[src/inc/sleep_clock_gating_regs.vh]
// register map, field positions, reset values and modes of the sleep clock gating block
// assumes a 32-bit register port with word-aligned byte addresses
`ifndef SLEEP_CLOCK_GATING_REGS_VH
`define SLEEP_CLOCK_GATING_REGS_VH

// ==========================================================================
// register offsets
`define SCG_OFF_RUN_GATE 12'h100
`define SCG_OFF_SLEEP_GATE 12'h110
`define SCG_OFF_DEEP_GATE 12'h120
`define SCG_OFF_RUN_CFG 12'h060
`define SCG_OFF_MODE 12'h130
`define SCG_OFF_STATUS 12'h134
`define SCG_OFF_MASK 12'h138
`define SCG_OFF_ACTIVE 12'h13C

// ==========================================================================
// gate register fields
`define SCG_BIT_PWM 20
`define SCG_BIT_ADC 16
`define SCG_BIT_HIB 6
`define SCG_BIT_WDT 3
`define SCG_RATE_HI 9
`define SCG_RATE_LO 8
`define SCG_GATE_WMASK 32'h00110348
`define SCG_GATE_RESET 32'h00000040

// ==========================================================================
// run clock configuration: auto clock gate select bit
`define SCG_BIT_ACG 27
`define SCG_CFG_WMASK 32'h08000000
`define SCG_CFG_RESET 32'h00000000

// ==========================================================================
// power modes as written to the mode register
`define SCG_MODE_RUN 2'h0
`define SCG_MODE_SLEEP 2'h1
`define SCG_MODE_DEEP 2'h2

// ==========================================================================
// status and mask: bit 0 fault event, bit 1 gate set change
`define SCG_EV_FAULT 0
`define SCG_EV_CHANGE 1
`define SCG_EV_WIDTH 2

// ==========================================================================
// unit select codes on the peripheral access port
`define SCG_UNIT_PWM 2'h0
`define SCG_UNIT_ADC 2'h1
`define SCG_UNIT_WDT 2'h2
`define SCG_UNIT_HIB 2'h3

`endif

[src/core/sleep_clock_gating.v]
// clock gate control for the sleep power mode, with run, sleep and deep sets and fault checking
// assumes a one-cycle register port and a peripheral access strobe from the bus fabric
//
// Chosen here: strobed register access.
`timescale 1ns/10ps
`include "sleep_clock_gating_regs.vh"

// Notes on behaviour
// - each gate bit enables one unit's clock
// - access to a gated unit gives bus fault, except hibernate, which never faults
// - gate bits reset cleared unless noted
// - run, sleep and deep-sleep sets exist
// - sleep set applies only with auto-gate select
// - bit 20 gates PWM, resets zero
// - bit 16 gates ADC, resets zero
// - bit 3 gates watchdog, resets zero
// - bit 6 gates hibernate, resets one
// - bits 9:8 choose ADC sample rate
module sleep_clock_gating (
	clk_sys,
	rst,
	regAddr,
	regWrData,
	regWrStb,
	regRdStb,
	regRdData,
	periphAccess,
	periphUnit,
	busFault,
	pwmClkEn,
	adcClkEn,
	watchdogClkEn,
	hibernateClkEn,
	adcSampleRate,
	irq
);
	input wire clk_sys;
	input wire rst;
	input wire [11:0] regAddr;
	input wire [31:0] regWrData;
	input wire regWrStb;
	input wire regRdStb;
	output reg [31:0] regRdData;
	input wire periphAccess;
	input wire [1:0] periphUnit;
	output reg busFault;
	output reg pwmClkEn;
	output reg adcClkEn;
	output reg watchdogClkEn;
	output reg hibernateClkEn;
	output reg [1:0] adcSampleRate;
	output reg irq;

	// ======================================================================
	// states of the fault answer
	localparam [1:0] ST_IDLE = 2'b01;
	localparam [1:0] ST_FAULT = 2'b10;

	// ======================================================================
	// storage
	// gate sets, configuration and mode
	reg [31:0] runGate_q;
	reg [31:0] sleepGate_q;
	reg [31:0] deepGate_q;
	reg [31:0] runCfg_q;
	reg [1:0] powerMode_q;

	// events and interrupt
	reg [`SCG_EV_WIDTH-1:0] status_q;
	reg [`SCG_EV_WIDTH-1:0] mask_q;
	reg [`SCG_EV_WIDTH-1:0] status_d;
	wire [`SCG_EV_WIDTH-1:0] events;

	// fault answer
	reg [1:0] state_q;
	reg [1:0] state_d;
	wire faultNow;

	// active set and read path
	reg [31:0] activeGate_q;
	wire [31:0] activeGate;
	wire gateChanged;
	reg [31:0] rdMux;

	// ======================================================================
	// decoding helpers
	// register write hit: strobe and exact address
	function wrHit;
		input stb;
		input [11:0] addr;
		input [11:0] off;
		begin
			wrHit = stb && (addr == off);
		end
	endfunction

	// gate bit that clocks a given unit
	function unitEnabled;
		input [31:0] gate;
		input [1:0] unit;
		begin
			case (unit)
				`SCG_UNIT_PWM: unitEnabled = gate[`SCG_BIT_PWM];
				`SCG_UNIT_ADC: unitEnabled = gate[`SCG_BIT_ADC];
				`SCG_UNIT_WDT: unitEnabled = gate[`SCG_BIT_WDT];
				default: unitEnabled = 1'b1; // hibernate never faults
			endcase
		end
	endfunction

	// ======================================================================
	// active set chooser
	gate_set_select uSelect (
		.runGate(runGate_q),
		.sleepGate(sleepGate_q),
		.deepGate(deepGate_q),
		.powerMode(powerMode_q),
		.autoGateSel(runCfg_q[`SCG_BIT_ACG]),
		.activeGate(activeGate)
	);

	// ======================================================================
	// gate registers: writable bits only, reserved bits stay zero
	// run set, in force whenever auto gating is off
	always @(posedge clk_sys) begin
		if (rst)
			runGate_q <= `SCG_GATE_RESET;
		else if (wrHit(regWrStb, regAddr, `SCG_OFF_RUN_GATE))
			runGate_q <= regWrData & `SCG_GATE_WMASK;
	end

	// sleep set, used while sleeping with auto gating on
	always @(posedge clk_sys) begin
		if (rst)
			sleepGate_q <= `SCG_GATE_RESET;
		else if (wrHit(regWrStb, regAddr, `SCG_OFF_SLEEP_GATE))
			sleepGate_q <= regWrData & `SCG_GATE_WMASK;
	end

	// deep-sleep set
	always @(posedge clk_sys) begin
		if (rst)
			deepGate_q <= `SCG_GATE_RESET;
		else if (wrHit(regWrStb, regAddr, `SCG_OFF_DEEP_GATE))
			deepGate_q <= regWrData & `SCG_GATE_WMASK;
	end

	// run configuration, only the auto gate select bit is kept
	always @(posedge clk_sys) begin
		if (rst)
			runCfg_q <= `SCG_CFG_RESET;
		else if (wrHit(regWrStb, regAddr, `SCG_OFF_RUN_CFG))
			runCfg_q <= regWrData & `SCG_CFG_WMASK;
	end

	// power mode, an unused code falls back to the run set
	always @(posedge clk_sys) begin
		if (rst)
			powerMode_q <= `SCG_MODE_RUN;
		else if (wrHit(regWrStb, regAddr, `SCG_OFF_MODE))
			powerMode_q <= regWrData[1:0];
	end

	// interrupt mask, same layout as status
	always @(posedge clk_sys) begin
		if (rst)
			mask_q <= {`SCG_EV_WIDTH{1'b0}};
		else if (wrHit(regWrStb, regAddr, `SCG_OFF_MASK))
			mask_q <= regWrData[`SCG_EV_WIDTH-1:0];
	end

	// ======================================================================
	// clock enables and rate from the active set
	// last active set, kept to spot a change of set
	always @(posedge clk_sys) begin
		if (rst)
			activeGate_q <= `SCG_GATE_RESET;
		else
			activeGate_q <= activeGate;
	end

	// pwm clock enable
	always @(posedge clk_sys) begin
		if (rst)
			pwmClkEn <= 1'b0;
		else
			pwmClkEn <= activeGate[`SCG_BIT_PWM];
	end

	// adc clock enable
	always @(posedge clk_sys) begin
		if (rst)
			adcClkEn <= 1'b0;
		else
			adcClkEn <= activeGate[`SCG_BIT_ADC];
	end

	// watchdog clock enable
	always @(posedge clk_sys) begin
		if (rst)
			watchdogClkEn <= 1'b0;
		else
			watchdogClkEn <= activeGate[`SCG_BIT_WDT];
	end

	// hibernate clock enable, on out of reset
	always @(posedge clk_sys) begin
		if (rst)
			hibernateClkEn <= 1'b1;
		else
			hibernateClkEn <= activeGate[`SCG_BIT_HIB];
	end

	// adc sample rate, passed as written, software keeps it legal
	always @(posedge clk_sys) begin
		if (rst)
			adcSampleRate <= 2'h0;
		else
			adcSampleRate <= activeGate[`SCG_RATE_HI:`SCG_RATE_LO];
	end

	assign gateChanged = (activeGate != activeGate_q);

	// ======================================================================
	// fault answer: one-cycle pulse after an access to a gated unit
	assign faultNow = periphAccess && !unitEnabled(activeGate, periphUnit);

	// next state of the fault answer
	always @* begin
		state_d = ST_IDLE;
		case (state_q)
			ST_IDLE: if (faultNow) state_d = ST_FAULT;
			ST_FAULT: if (faultNow) state_d = ST_FAULT;
			default: state_d = ST_IDLE;
		endcase
	end

	// fault answer state
	always @(posedge clk_sys) begin
		if (rst)
			state_q <= ST_IDLE;
		else
			state_q <= state_d;
	end

	// bus fault pulse, one cycle per faulting access cycle
	always @(posedge clk_sys) begin
		if (rst)
			busFault <= 1'b0;
		else
			busFault <= (state_d == ST_FAULT);
	end

	// ======================================================================
	// sticky events, write one to clear, set wins
	assign events = {gateChanged, faultNow};

	always @* begin
		status_d = status_q;
		if (wrHit(regWrStb, regAddr, `SCG_OFF_STATUS))
			status_d = status_q & ~regWrData[`SCG_EV_WIDTH-1:0];
		status_d = status_d | events;
	end

	// sticky status
	always @(posedge clk_sys) begin
		if (rst)
			status_q <= {`SCG_EV_WIDTH{1'b0}};
		else
			status_q <= status_d;
	end

	// level interrupt while an unmasked status bit is set
	always @(posedge clk_sys) begin
		if (rst)
			irq <= 1'b0;
		else
			irq <= |(status_d & mask_q);
	end

	// ======================================================================
	// read mux, unmapped addresses read zero
	always @* begin
		case (regAddr)
			`SCG_OFF_RUN_GATE: rdMux = runGate_q;
			`SCG_OFF_SLEEP_GATE: rdMux = sleepGate_q;
			`SCG_OFF_DEEP_GATE: rdMux = deepGate_q;
			`SCG_OFF_RUN_CFG: rdMux = runCfg_q;
			`SCG_OFF_MODE: rdMux = {30'h0, powerMode_q};
			`SCG_OFF_STATUS: rdMux = {30'h0, status_q};
			`SCG_OFF_MASK: rdMux = {30'h0, mask_q};
			`SCG_OFF_ACTIVE: rdMux = activeGate; // same set that feeds the enables
			default: rdMux = 32'h00000000;
		endcase
	end

	// read data held for the one cycle after the strobe
	always @(posedge clk_sys) begin
		if (rst)
			regRdData <= 32'h00000000;
		else if (regRdStb)
			regRdData <= rdMux;
		else
			regRdData <= 32'h00000000;
	end

endmodule // sleep_clock_gating

[src/core/gate_set_select.v]
// picks the active gate set for the current power mode
// assumes the three gate registers and the mode come from one clock domain
`timescale 1ns/10ps
`include "sleep_clock_gating_regs.vh"

module gate_set_select (
	input wire [31:0] runGate,
	input wire [31:0] sleepGate,
	input wire [31:0] deepGate,
	input wire [1:0] powerMode,
	input wire autoGateSel,
	output reg [31:0] activeGate
);

	// ======================================================================
	// mode to gate set
	always @* begin
		activeGate = runGate;
		if (autoGateSel) begin
			case (powerMode)
				`SCG_MODE_SLEEP: activeGate = sleepGate;
				`SCG_MODE_DEEP: activeGate = deepGate;
				default: activeGate = runGate;
			endcase
		end // otherwise the run set holds
	end

endmodule // gate_set_select

[config.mk]
export PLATFORM = sky130hd
export DESIGN_NAME = sleep_clock_gating
export DESIGN_NICKNAME = d
export VERILOG_FILES = /design/src/core/sleep_clock_gating.v /design/src/core/gate_set_select.v
export VERILOG_INCLUDE_DIRS = /design/src /design/src/inc
export SDC_FILE = /design/constraint.sdc
export NUM_CORES = 1
export LEC_CHECK = 0
export BUFFER_PORTS_ARGS = -buffer_cell sky130_fd_sc_hd__buf_2
export CAP_MARGIN = 30
export CORE_MARGIN = 2
export CORE_UTILIZATION = 44
export DETAILED_ROUTE_END_ITERATION = 10
export PLACE_DENSITY = 0.78
export SLEW_MARGIN = 30
export SYNTH_ARGS = -nofsm -noshare
export SYNTH_HDL_FRONTEND = slang
export SYNTH_SLANG_ARGS = --single-unit
[constraint.sdc]
create_clock -name clk_sys -period 2.14 [get_ports clk_sys]
set_input_delay 0.428 -clock clk_sys [delete_from_list [all_inputs] [get_ports clk_sys]]
set_output_delay 0.428 -clock clk_sys [all_outputs]
set_load 0.01 [all_outputs]
Word-level counts from Yosys, hierarchy flattened. Index checks and enable logic that the tools add are counted. W data, S select, Z words.

Register bits: 99.

Equal/unequal tests: 16. Multiplexer cells: 7. Bitwise gates (word level): 5. Reductions and logical operators: 13.

Operators with widths (count): $pmux W32 S8 (1); $eq A12 B9 Y1 const B (7); $pmux W21 S2 (1); $mux W32 (1); $ne A32 B32 Y1 (1); $eq A12 B7 Y1 const B (1); $eq A2 B2 Y1 const B (4); $logic_and A1 B1 Y1 (8); $eq A2 B1 Y1 const B (3); $mux W2 (3); $reduce_or A2 Y1 (3); $and A2 B2 Y2 (2); $pmux W1 S3 (1); $logic_not A2 Y1 (1); $not A2 Y2 (1); $or A2 B2 Y2 (1); $logic_not A1 Y1 (1); $not A1 Y1 (1).

Longest topological paths before layout.
Depth in word-level cells: 9. Depth in mapped cells: 9. Depth with buffers taken out: 8.

Cells and area by module. From an unflattened synthesis, not the netlist that was laid out.

Cells, all modules: 415. Area total of the unflattened synthesis: 4429.2 um2.

By module, submodules not included: sleep_clock_gating (times used 1, cells each 336, area an instance 3507.1 um2, sequential area each 1841.8 um2); gate_set_select (times used 1, cells each 79, area an instance 922.1 um2, sequential area each 0.0 um2).

Least setup slack after synthesis. OpenSTA, ideal clock, no wires.

Path kind: input to register. Start: in regAddr[9]. End: reg runGate_q[6]. Arrival time: 2.092 ns. Path slack: -0.072 ns. Cell stages on the path: 8. Path buffers: 2. Path through: nor4b_4 > or4b_1 > buf_6 > nor3_4 > and3_1 > buf_6 > nor2b_1 > a211o_1.

Longest elaborated chain between the ends: 2.

RTL lines: from (decl) (RTL line sleep_clock_gating.v:39) `input wire [11:0] regAddr;`; $eq A12 B9 Y1 (RTL line sleep_clock_gating.v:93) `wrHit = stb && (addr == off);`; $logic_and A1 B1 Y1 (RTL line sleep_clock_gating.v:93); to (signal assigned) (RTL line sleep_clock_gating.v:127) `` runGate_q <= `SCG_GATE_RESET; ``; to (signal assigned) (RTL line sleep_clock_gating.v:129) `` runGate_q <= regWrData & `SCG_GATE_WMASK; ``; to (decl) (RTL line sleep_clock_gating.v:62) `reg [31:0] runGate_q;`.

No other way between the ends. A chain may end at the register's enable or synchronous reset.

Final worst setup path.
Start: reg powerMode_q[0]. End: reg irq.

Longest elaborated chain between the ends: 9.

RTL lines: from (decl) (RTL line sleep_clock_gating.v:66) `reg [1:0] powerMode_q;`; from (signal assigned) (RTL line sleep_clock_gating.v:159) `` powerMode_q <= `SCG_MODE_RUN; ``; from (signal assigned) (RTL line sleep_clock_gating.v:161) `powerMode_q <= regWrData[1:0];`; $eq A2 B2 Y1 / $eq A2 B1 Y1 (equally long branches) (RTL line gate_set_select.v:20) `case (powerMode)`; $pmux W21 S2 * (RTL line gate_set_select.v:20); $mux W32 * (RTL line gate_set_select.v:19) `if (autoGateSel) begin`; $pmux W1 S3 (RTL line sleep_clock_gating.v:102) `case (unit)`; $logic_not A1 Y1 (RTL line sleep_clock_gating.v:226) `assign faultNow = periphAccess && !unitEnabled(activeGate, periphUnit);`; $logic_and A1 B1 Y1 (RTL line sleep_clock_gating.v:226); $or A2 B2 Y2 * (RTL line sleep_clock_gating.v:262) `status_d = status_d | events;`; $and A2 B2 Y2 * (RTL line sleep_clock_gating.v:278) `irq <= |(status_d & mask_q);`; $reduce_or A2 Y1 * (RTL line sleep_clock_gating.v:278); to (signal assigned) (RTL line sleep_clock_gating.v:278); to (decl) (RTL line sleep_clock_gating.v:52) `output reg irq;`.

Mark *: on every way between the ends. The rest lies on a longest branch, timed or not.

==> qor.txt <==
initial antenna violation count: 0
clk_lat worst skew: 0.30 ns
Top Ports: 91
crit path DAT: 2.24 ns
routability congestion estimate: 0.915
first-pass GRT wire length: 9270 um
RSZ-0062 raised after global routing: no
most frequently used flop master after synthesis: dfxtp_1
fmax: 487 MHz
Syn Area/Cell: 8.54 sq um
status: finished clean
Fillers: 471
antenna fix cells: 0
yosys warns: 0
Die Area: 0.00581 sq mm
Worst Hold Slack: 0.349 ns
Vias: 2180
Worst Path Buf+Inv: 3
CP Max Fanout: 5
slowest CP cell: dfxtp_2
vias in the first global route: 2018
Die W: 76.3 um
share of cells above drive strength 1: 29.9%
CP cell instances: inv_1 -> ha_1 -> nand2b_1 -> buf_4 -> nand2_1 -> o32ai_2 -> o21ai_1 -> nor4b_2 -> buf_4 -> o2bb2ai_1
register area share after synthesis: 37.5%
final setup vio count: 0
Syn Std Cell Area: 0.00230 sq mm
Cells after Synth: 269
Port Buf Inserts: 44
CP Class: flop to flop
Tcrit/Tclk final: 96.0%
area grow syn2layout: 24.8%
worst setup margin: 0.0851 ns
largest net degree at the start of global routing: 21
startpoint types: flop
Distinct cells, synth: 51
Peak VDD IR: 0.343 mV
root buf cell: clkbuf_8
core area: 0.00507 sq mm
Max Cap Viol: 0
chip height: 76.3 um
CP required: 2.32 ns
Post-DRT Antenna Nets: 0
CTS buffer count: 5
Yosys top cell by area: dfxtp_1
async set or reset register ratio after synthesis: 0%
Initial Util: 45.3%
critical path's largest stage delay: 0.34 ns
pwr dens: 550 mW/mm^2
hold_buf cts: 0
Residual DRC: 0
H-tree levels: 2
DR iter-0 viols: 151
CTS Buffer Depth: 2
Static Leak: 1.18 nW
fin crit period: 2.05 ns
top post-synthesis cells by area: dfxtp_1 (37%), buf_4 (7.5%), a21oi_1 (5.0%)
row cnt: 26
Pre-antenna DRT Iters: 6
delay-heaviest family, CP: simple AND/OR/NAND/NOR gates
post-detail-place hpwl: 4300 um
Post-CTS Setup Repair Bufs: 0
Post-synth EDFFs: 0
Vias/cell: 5.30
commonest cells after routing, fill and taps aside: buf_2 (44), dfxtp_1 (42), buf_4 (32)
dpl ws: -0.300 ns
register bit total from synthesis: 43
top cell type's share of synthesized area: 37.5%
total global-route track usage: 19.9%
clock skew: 0.0115 ns
Crit path top cell by count: buf_4
Final Max Tran Viols: 0
grt total ovfl: 0
final hold vios: 0
Nets: 393
routed len/inst: 14.1 um
CTS clk-pin slew, worst paths: 0.09 ns
WL final: 5780 um
CP endpoint kind: flop
most common cell after layout, fill and taps aside: buf_2
Hold Path Class: primary input to flop
Clock Sink Count: 43
CTS tree: yes
## where the power goes
group	leakage (nW)	internal (W)	switching, W
clock network	0.0612	0.000378	0.000280
registers	0.347	0.000803	0.00000222
logic	0.773	0.0000419	0.0000714
total	1.18	0.00122	0.000353
## cell usage after synthesis (3+ instances only)
library cell	count
dfxtp_1	43
nand2_1	27
a21oi_1	23
buf_4	23
nor2_1	22
nand3_1	17
inv_1	10
mux2i_1	10
clkbuf_1	8
a22oi_1	7
nor2b_1	7
a22o_1	5
xnor2_1	5
a222oi_1	4
and3_1	4
nor3_1	4
o21ai_0	4
a211o_1	3
## through the flow
| step | util (%) | TNS (ns) | cell area, sq um | cells | power [W] |
|---|---|---|---|---|---|
| 2_1_floorplan | - | -0.117 | 2380 | 291 | 0.000907 |
| 3_3_place_gp | 53.5 | -4.24 | 2710 | 403 | 0.000934 |
| 3_5_place_dp | 53.5 | -5.01 | 2710 | 403 | 0.000935 |
| 4_1_cts | 56.0 | 0 | 2840 | 411 | 0.00159 |
| 5_1_grt | 56.5 | 0 | 2870 | 411 | 0.00164 |
| 6_report | 56.5 | 0 | 2870 | 411 | 0.00158 |
## flip-flops by register name (all words and copies together), names as in the netlist
register	cells
irq	1
runCfg_q	1
regRdData	9
sleepGate_q	6
runGate_q	6
activeGate_q	5
powerMode_q	2
status_q	2
adcSampleRate	1
mask_q	2
state_q	2
deepGate_q	6
## final timing paths
check                                startpoint  slack, ns  depth (start not counted)              end
worst min-delay path               regWrData[6]       0.35                          2     runGate_q[6]
worst min register to register  sleepGate_q[16]       0.47                          2  sleepGate_q[16]
worst max-delay path             powerMode_q[0]       0.09                         10              irq
worst max register to register   powerMode_q[0]       0.09                         10              irq
## repair_timing
action	in CTS	in global routing
gates resized for setup	2	9
gates cloned	0	0
endpoints found under the setup margin	2	20
## metal layers
layer  vias to the layer above  global-route usage [%]  wire, um
met3                        10                    5.09       416
met4                         0                    10.4       121
met5                         -                       0         0
li1                       1056                       -         -
met2                       108                    31.5      2740
met1                      1006                    24.9      2490
## final cells by class
type	count	area, sq um	area share (%)
Multi-Input combinational cell	203	1280	44.7
Sequential cell	43	862	30.1
Timing Repair Buffer	77	480	16.8
Tap cell	70	87.6	3.05
Clock buffer	6	82.6	2.88
Inverter	10	37.5	1.31
Clock inverter	2	35.0	1.22
## worst reg2reg max path, stage by stage (launching register included)
cell	delay [ns]
dfxtp_2	0.34
inv_1	0.04
ha_1	0.30
nand2b_1	0.25
buf_4	0.18
nand2_1	0.06
o32ai_2	0.12
o21ai_1	0.11
nor4b_2	0.32
buf_4	0.16
o2bb2ai_1	0.05
## cell families after synthesis
kind of cell	count (synthesis)	share of synthesized area (%)
mux	11	4.85
xor+xnor	7	2.67
other cells	1	0.163
simple gates	98	23.1
flops	43	37.5
compound gates	62	18.7
fa+ha+maj	2	1.09
buf+inv	45	11.9
Note: power is estimated with default switching activity, not from simulation.
